--- src/smb_pkg.sv ---
// shared types and constants for the static memory byte-lane controller
package smb_pkg;
  localparam int unsigned NUM_CS = 6;
  localparam int unsigned ADDR_W = 24;
  localparam int unsigned DATA_W = 16;
  localparam int unsigned CNT_W = 8;
  localparam logic [0:0] WIDTH_8 = 1'h0;
  localparam logic [0:0] WIDTH_16 = 1'h1;
  localparam logic [0:0] BAT_SELECT = 1'h0;
  localparam logic [0:0] BAT_WRITE = 1'h1;
  localparam logic [5:0] SLOW_SETUP = 6'h00;
  localparam logic [6:0] SLOW_PULSE = 7'h01;
  localparam logic [7:0] SLOW_CYCLE = 8'h01;
  localparam logic [7:0] CNT_RESET = 8'h00;
  localparam logic [3:0] TDF_RESET = 4'h0;
  localparam logic [5:0] CS_N_IDLE = 6'h3f;
  localparam logic [15:0] DATA_RESET = 16'h0000;
  localparam logic [2:0] CS_BOOT = 3'h0;
  localparam logic [4:0] PAGE_LOW_4 = 5'h03;

  typedef struct packed {
    logic [0:0] bus_width_field;
    logic [0:0] byte_access_type_bit;
    logic page_en;
    logic [1:0] page_size;
    logic [5:0] rd_setup;
    logic [6:0] rd_pulse;
    logic [7:0] rd_cycle;
    logic [5:0] wr_setup;
    logic [6:0] wr_pulse;
    logic [7:0] wr_cycle;
    logic [3:0] float_time;
  } smb_cfg_t;

  typedef struct packed {
    logic req;
    logic we;
    logic [2:0] cs;
    logic [ADDR_W-1:0] addr;
    logic half;
    logic [DATA_W-1:0] wdata;
  } smb_req_t;

  typedef enum logic [1:0] {
    SMB_IDLE = 2'b00,
    SMB_ACCESS = 2'b01,
    SMB_FLOAT = 2'b10
  } smb_state_t;

  typedef struct packed {
    smb_state_t st;
    logic [CNT_W-1:0] cnt;
    logic [CNT_W-1:0] last;
    logic [5:0] setup;
    logic [6:0] pulse;
    logic [3:0] tdf;
    logic [3:0] tdf_cnt;
    logic we;
    logic wide;
    logic bsel;
    logic lo;
    logic hi;
    logic [2:0] cs;
    logic [ADDR_W-1:0] addr;
    logic pg_valid;
    logic [2:0] pg_cs;
    logic [ADDR_W-1:0] pg_addr;
    logic [5:0] cs_n;
    logic rd_n;
    logic wr_n;
    logic a0_lbs_n;
    logic up_n;
    logic [ADDR_W-2:0] addr_o;
    logic [DATA_W-1:0] dout;
    logic doe;
    logic [DATA_W-1:0] rdata;
    logic done;
    logic busy;
  } smb_regs_t;
endpackage

--- src/smb_ctrl.sv ---
// static memory controller: chip selects, byte lanes, timing, wait, slow clock and page reads
// Functional notes
// (RL1) six active-low chip selects, 24-bit address, 16 megabyte window each
// (RL2) small devices alias across their window; upper address lines pass unchanged
// (RL3) 8-bit uses address bits 23..0; 16-bit uses bits 23..1
// (RL4) data width 8 or 16 chosen per chip select
// (RL5) 16-bit chip select uses byte-write or byte-select, per chip select bit
// (RL6) byte-write: separate lower and upper write strobes, one shared read strobe
// (RL7) boot chip select never runs in byte-write; treated as byte-select (code forces byte-select only while i_boot_active is high)
// (RL8) byte-select: two byte selects, one read strobe, one write strobe
// (RL9) low wait request holds the strobe pulse and extends the access
// (RL10) slow clock mode replaces programmed waveforms with fixed slow ones
// (RL11) page-mode reads inside a 4 to 32 byte page skip setup
// (RL12) read setup, pulse and cycle programmable per chip select
// (RL13) write setup, pulse, cycle and data float time per chip select
// (RL14) address bit 0 shares lower select pin; upper write shares upper select
// (RL15) software disables controller before gating its clock off
// (RL16) 16-bit leaves A0 unused; each lane mode leaves the other pins unused
// (RL17) unused byte select and byte write pins held high
`timescale 1ns/10ps
module smb_ctrl (
  input wire logic i_sys_clk,
  input wire logic i_nrst,
  input wire smb_pkg::smb_cfg_t [smb_pkg::NUM_CS-1:0] i_cfg,
  input wire smb_pkg::smb_req_t i_req,
  input wire logic i_slow_clk_mode,
  input wire logic i_boot_active,
  input wire logic i_wait_request_n,
  input wire logic [smb_pkg::DATA_W-1:0] i_data_in,
  output logic [smb_pkg::NUM_CS-1:0] o_chip_select_n,
  output logic o_read_strobe_n,
  output logic o_write_strobe_n,
  output logic o_lower_byte_sel_n,
  output logic o_upper_byte_n,
  output logic [smb_pkg::ADDR_W-2:0] o_addr,
  output logic [smb_pkg::DATA_W-1:0] o_data_out,
  output logic o_data_oe,
  output logic [smb_pkg::DATA_W-1:0] o_rdata,
  output logic o_done,
  output logic o_busy
);
  smb_pkg::smb_regs_t s_reg;
  smb_pkg::smb_regs_t s_next;

  // strobe is active in the pulse phase
  function automatic logic in_pulse(input logic [7:0] cnt, input logic [5:0] setup,
                                    input logic [6:0] pulse);
    logic [8:0] lo_b;
    logic [8:0] hi_b;
    lo_b = {3'h0, setup};
    hi_b = {3'h0, setup} + {2'h0, pulse};
    in_pulse = ({1'h0, cnt} >= lo_b) && ({1'h0, cnt} < hi_b);
  endfunction

  // page base mask for 4, 8, 16 or 32 byte pages
  function automatic logic [23:0] page_base(input logic [23:0] a, input logic [1:0] sz);
    logic [4:0] m;
    // each size step clears one more low bit, five of them for 32-byte pages
    m = ~(~smb_pkg::PAGE_LOW_4 << sz);
    page_base = a & ~{19'h0, m};
  endfunction

  // last strobe cycle: read data is taken here and wait may hold it
  function automatic logic last_pulse(input logic [7:0] cnt, input logic [5:0] setup,
                                      input logic [6:0] pulse);
    logic [8:0] end_b;
    end_b = {3'h0, setup} + {2'h0, pulse} - 9'h001;
    last_pulse = ({1'h0, cnt} == end_b);
  endfunction

  smb_pkg::smb_cfg_t c;
  logic [5:0] n_setup;
  logic [6:0] n_pulse;
  logic [7:0] n_cycle;
  logic [8:0] sp_end;
  logic [7:0] sp_last;
  logic page_hit;
  logic strobe;
  logic lane_lo;
  logic lane_hi;

  always_comb begin
    s_next = s_reg;
    s_next.done = 1'b0;
    c = i_cfg[i_req.cs];
    n_setup = i_req.we ? c.wr_setup : c.rd_setup; // RL12 RL13
    n_pulse = i_req.we ? c.wr_pulse : c.rd_pulse; // RL12 RL13
    n_cycle = i_req.we ? c.wr_cycle : c.rd_cycle; // RL12 RL13
    page_hit = c.page_en && !i_req.we && s_reg.pg_valid && (s_reg.pg_cs == i_req.cs) &&
               (page_base(i_req.addr, c.page_size) == page_base(s_reg.pg_addr, c.page_size));
    if (page_hit) begin
      n_setup = 6'h00; // RL11
    end
    if (i_slow_clk_mode) begin
      n_setup = smb_pkg::SLOW_SETUP; // RL10
      n_pulse = smb_pkg::SLOW_PULSE; // RL10
      n_cycle = smb_pkg::SLOW_CYCLE; // RL10
    end
    sp_end = {3'h0, n_setup} + {2'h0, n_pulse};
    sp_last = (n_cycle > sp_end[7:0]) ? n_cycle - 8'h01 : sp_end[7:0] - 8'h01;
    lane_lo = 1'b0;
    lane_hi = 1'b0;
    strobe = 1'b0;
    case (s_reg.st)
      smb_pkg::SMB_IDLE: begin
        if (i_req.req) begin
          s_next.st = smb_pkg::SMB_ACCESS;
          s_next.cnt = smb_pkg::CNT_RESET;
          s_next.last = sp_last;
          s_next.setup = n_setup;
          s_next.pulse = n_pulse;
          s_next.tdf = i_req.we ? smb_pkg::TDF_RESET : c.float_time; // RL13
          s_next.we = i_req.we;
          s_next.cs = i_req.cs;
          s_next.addr = i_req.addr;
          s_next.wide = (c.bus_width_field == smb_pkg::WIDTH_16); // RL4
          s_next.bsel = (c.byte_access_type_bit == smb_pkg::BAT_SELECT) ||
                        (i_boot_active && i_req.cs == smb_pkg::CS_BOOT); // RL5 RL7
          lane_lo = i_req.half || !i_req.addr[0];
          lane_hi = i_req.half || i_req.addr[0];
          s_next.lo = lane_lo;
          s_next.hi = lane_hi;
          s_next.dout = s_next.wide ? (i_req.half ? i_req.wdata :
                        (i_req.addr[0] ? {i_req.wdata[7:0], 8'h00} : i_req.wdata)) :
                        i_req.wdata;
          s_next.busy = 1'b1;
        end
      end
      smb_pkg::SMB_ACCESS: begin
        strobe = in_pulse(s_reg.cnt, s_reg.setup, s_reg.pulse);
        // wait is honoured only in the last pulse cycle, so the strobe stays low
        if (strobe && !i_wait_request_n && last_pulse(s_reg.cnt, s_reg.setup, s_reg.pulse)) begin
          s_next.cnt = s_reg.cnt; // RL9
        end else begin
          if (last_pulse(s_reg.cnt, s_reg.setup, s_reg.pulse) && !s_reg.we) begin
            s_next.rdata = (s_reg.wide && s_reg.hi && !s_reg.lo) ?
                           {8'h00, i_data_in[15:8]} : i_data_in;
          end
          if (s_reg.cnt == s_reg.last) begin
            s_next.done = 1'b1;
            s_next.pg_valid = !s_reg.we;
            s_next.pg_cs = s_reg.cs;
            s_next.pg_addr = s_reg.addr;
            s_next.tdf_cnt = s_reg.tdf;
            s_next.st = (s_reg.tdf == smb_pkg::TDF_RESET) ? smb_pkg::SMB_IDLE :
                        smb_pkg::SMB_FLOAT; // RL13
            s_next.busy = (s_reg.tdf != smb_pkg::TDF_RESET);
          end else begin
            s_next.cnt = s_reg.cnt + 8'h01;
          end
        end
      end
      smb_pkg::SMB_FLOAT: begin
        // bus stays idle after a read before another device may drive it
        s_next.tdf_cnt = s_reg.tdf_cnt - 4'h1;
        if (s_reg.tdf_cnt == 4'h1) begin
          s_next.st = smb_pkg::SMB_IDLE;
          s_next.busy = 1'b0;
        end
      end
      default: begin
        s_next.st = smb_pkg::SMB_IDLE;
        s_next.busy = 1'b0;
      end
    endcase

    // pin values follow the next state so every pin comes from a flop
    s_next.cs_n = smb_pkg::CS_N_IDLE;
    s_next.rd_n = 1'b1;
    s_next.wr_n = 1'b1;
    s_next.a0_lbs_n = 1'b1;
    s_next.up_n = 1'b1; // RL17
    s_next.doe = 1'b0;
    if (s_next.st == smb_pkg::SMB_ACCESS) begin
      strobe = in_pulse(s_next.cnt, s_next.setup, s_next.pulse);
      s_next.cs_n[s_next.cs] = 1'b0; // RL1
      s_next.addr_o = s_next.addr[23:1]; // RL2 RL3
      s_next.doe = s_next.we;
      s_next.rd_n = !(strobe && !s_next.we); // RL6 RL8
      if (!s_next.wide) begin
        s_next.a0_lbs_n = s_next.addr[0]; // RL3 RL14
        s_next.wr_n = !(strobe && s_next.we);
      end else if (s_next.bsel) begin
        s_next.a0_lbs_n = !s_next.lo; // RL8 RL14 RL16
        s_next.up_n = !s_next.hi; // RL8 RL14
        s_next.wr_n = !(strobe && s_next.we); // RL8
      end else begin
        s_next.wr_n = !(strobe && s_next.we && s_next.lo); // RL6 RL16
        s_next.up_n = !(strobe && s_next.we && s_next.hi); // RL6 RL14
      end
    end
  end

  // reset loads idle pin levels so no strobe glitches out of reset
  always_ff @(posedge i_sys_clk or negedge i_nrst) begin
    if (!i_nrst) begin
      s_reg <= '0;
      s_reg.st <= smb_pkg::SMB_IDLE;
      s_reg.cs_n <= smb_pkg::CS_N_IDLE;
      s_reg.rd_n <= 1'b1;
      s_reg.wr_n <= 1'b1;
      s_reg.a0_lbs_n <= 1'b1;
      s_reg.up_n <= 1'b1;
      s_reg.dout <= smb_pkg::DATA_RESET;
      s_reg.rdata <= smb_pkg::DATA_RESET;
    end else begin
      s_reg <= s_next;
    end
  end

  assign o_chip_select_n = s_reg.cs_n;
  assign o_read_strobe_n = s_reg.rd_n;
  assign o_write_strobe_n = s_reg.wr_n;
  assign o_lower_byte_sel_n = s_reg.a0_lbs_n;
  assign o_upper_byte_n = s_reg.up_n;
  assign o_addr = s_reg.addr_o;
  assign o_data_out = s_reg.dout;
  assign o_data_oe = s_reg.doe;
  assign o_rdata = s_reg.rdata;
  assign o_done = s_reg.done;
  assign o_busy = s_reg.busy;
endmodule

--- config.mk ---
export PLATFORM = sky130hd
export DESIGN_NAME = smb_ctrl
export DESIGN_NICKNAME = d
export VERILOG_FILES = /design/src/smb_pkg.sv /design/src/smb_ctrl.sv
export SDC_FILE = /design/constraint.sdc
export NUM_CORES = 1
export LEC_CHECK = 0
export ABC_AREA = 1
export BUFFER_PORTS_ARGS = -buffer_cell sky130_fd_sc_hd__buf_2
export CORE_AREA = 2 2 170 172
export CTS_BUF_LIST = sky130_fd_sc_hd__clkbuf_4 sky130_fd_sc_hd__clkbuf_8
export CTS_CLUSTER_DIAMETER = 30
export DETAILED_ROUTE_END_ITERATION = 7
export DIE_AREA = 0 0 172 174
export HOLD_SLACK_MARGIN = 0.06
export PLACE_DENSITY = 0.81
export SYNTH_ARGS = -nofsm -noshare
export SYNTH_HDL_FRONTEND = slang
export SYNTH_SLANG_ARGS = --single-unit
export TNS_END_PERCENT = 10
--- constraint.sdc ---
create_clock -name i_sys_clk -period 10.05 [get_ports i_sys_clk]
set_clock_uncertainty 0.2 [all_clocks]
set_input_delay 2.5125 -clock i_sys_clk [delete_from_list [all_inputs] [get_ports i_sys_clk]]
set_output_delay 2.5125 -clock i_sys_clk [all_outputs]
set_load 0.03 [all_outputs]
==> impl_metrics.toml <==
[floorplan]
start_util_pct = 43.49
die_x_um = 172
die_y_um = 174
std_cell_rows = 62
core_area_um2 = 28240
num_io_pins = 441
floorplan.die_area_um2 = 29930

[cells_and_area]
area_growth_pct = 19.39
mostFrequentLayoutCells = "buf_2 (438), nand2_1 (376), o21ai_0 (259), nor2_1 (217), dfrtp_1 (155)"
largest_reg_flops = 97
fin_nets = 2485
drive_gt1_share_pct = 26.27
final_common_cell = "buf_2"
final_cells = 2449

[synth]
synthesis.area_um2 = 12280
synth_flop_cell = "dfrtp_1"
yosys_warnings = 0
synth_top_family_by_area = "simple AND/OR/NAND/NOR gates"
synth_compound_area_share_pct = 21.07
synth-xor-area-share_pct = 2.211
yosysSeqAreaShare_pct = 33.72
syn-num-nets = 2166
muxShareOfSynthArea_pct = 0.7438
synth_top_area_cell = "dfrtp_1"
syn-mean-instance-area_um2 = 7.094
yosys.area_share.simple_pct = 24.83
synth_top_area_share_pct = 31.58
synth_enable_flop_cells = 0
synthArstFlopShare_pct = 100.0
ys_types = 56
yosys_register_bits = 165
syn_inst = 1731
synth_area_leaders = "dfrtp_1 (32%), nand2_1 (12%), o21ai_0 (11%)"
synthAdderAreaFrac_pct = 6.500

[place]
io_buffers = 440
hpwl_um = 34310
dp_cells = 2415
gp_congestion = 1.027

[timing]
worstMarginPinSlew_ns = 1.085
rsz0062_at_grt = "no"
drv_slew = 0
setup_tns_ns = 0
relSlewSlack_pct = 27.21
period_share_pct = 83.92
fmax_mhz = 118.6
setup_viol = 0
period_minus_slack_ns = 8.434
hold_viol_final = 0

[cts]
clkTransAtPathRegs_ns = 0.09
cts-resized-gates = 0
clockBufferDepth = 2
cts_tree = "built"
hold_buffers = 0
clock-sinks = 165
htree_num_levels = 4
post-cts-setup-buffers = 0
cts_buffers = 17
cts_root_buf = "clkbuf_8"
worstSkewPairLatency_ns = 0.46

[global_routing]
grt.overflow.total = 0
grt_use_total_pct = 28.94
met3_usage_pct = 7.605
antenna_found_initial = 8
grt_max_degree = 97
global_route.usage.met1_pct = 39.12
use_met2_pct = 45.31
grt_pass1_vias = 12900
top_usage_layer = "met2"
grt_pass1_wl_um = 67930

[detailed_routing]
ant_nets = 0
wire_per_inst_um = 18.15
drt-initial-drc-count = 1195
num_vias = 13550
dr.pass1.iters = 5
drc = 0
vias_per_cell = 5.531
wl_um = 44460

[power]
power_density_nw_per_um2 = 258.9
power_leakage_uw = 0.007565
ir_drop_mv = 0.1938

[hold_path]
hp-class = "register to register"

[critical_path]
crit_required_ns = 10.16
cp-end-kind = "register"
cp.arrival_ns = 8.54
cpPeakStageDelay_ns = 0.74
critPathKind = "input pin to register"
critPathLaunchType = "input pin"
cp_max_fo = 73
cpMaxStageDelayCell = "a21oi_1"

[job]
maxCapViolCount = 0

[status]
status = "finished clean"
## routing by layer
| metal | part of all wire, % | wire length, µm |
|---|---|---|
| met1 | 42 | 18790 |
| met3 | 9.2 | 4111 |
| met4 | 3.0 | 1329 |
| met2 | 45 | 20190 |
| met5 | 0.094 | 42 |
## cell families (layout without fill, tap and decap cells)
family | Yosys count | count (layout)
simple gates | 734 | 734
buf+inv | 287 | 619
other cells | 0 | 2
fa+ha+maj | 62 | 62
xor+xnor | 31 | 31
compound gates | 443 | 443
mux | 9 | 9
flops | 165 | 165
## critical path, delay by kind of cell
| kind | cells | cell delay [ns] |
|---|---|---|
| compound gates | 10 | 1.99 |
| xor+xnor | 1 | 0.18 |
| fa+ha+maj | 2 | 0.67 |
| buf+inv | 4 | 0.90 |
| simple gates | 16 | 2.26 |
## worst paths after layout
path / startpoint / to / slack (ns) / cells past startpoint
min in group asynchronous: i_nrst / o_addr[7] / 1.93 / 1
setup / recovery: i_req[41] / s_reg[156] / 1.62 / 33
hold reg to reg: o_data_out[0] / o_data_out[0] / 0.28 / 2
setup reg to reg: s_reg[84] / s_reg[156] / 3.96 / 32
hold / removal: o_data_out[0] / o_data_out[0] / 0.28 / 2
max in group asynchronous: i_nrst / s_reg[140] / 6.26 / 2
## metrics by stage
stage	hold slack [ns]	setup WS [ns]	utilization (%)	area (µm²)	total power, µW
2_1_floorplan	0.2445	2.332	-	12280	2804
3_3_place_gp	0.2556	1.472	50.43	14240	3199
3_5_place_dp	0.2597	1.224	50.43	14240	3283
4_1_cts	0.2878	1.755	51.91	14660	3801
5_1_grt	0.3123	1.055	51.91	14660	4129
6_report	0.2824	1.616	51.92	14660	3796
## power breakdown
group / switching [µW] / total [µW] / leakage, µW / internal [µW]
Clock: 290 / 502 / 0.000212 / 212
Combinational: 1430 / 2150 / 0.00529 / 721
Sequential: 189 / 1140 / 0.00206 / 951
Total: 1910 / 3800 / 0.00757 / 1880
## synth_stat cells, types with 18 or more instances
cell,number
buf_4,63
o221ai_1,42
a21oi_1,60
xor2_1,18
clkbuf_1,70
nor2_1,218
ha_1,59
o22ai_1,31
dfrtp_1,155
inv_1,128
nand3_1,76
o21ai_0,259
nand2_1,377
## cell type report
class	instances	area, µm²
flip-flops and latches	165	4141
well taps	384	480.5
multi-input cells	1279	6803
diodes	2	5.005
inverters	134	508.0
clock inverters	15	181.4
repair buffers	453	2308
fillers	2835	13580
clock buffers	17	234.0
Power figures use the tool's default switching activity.
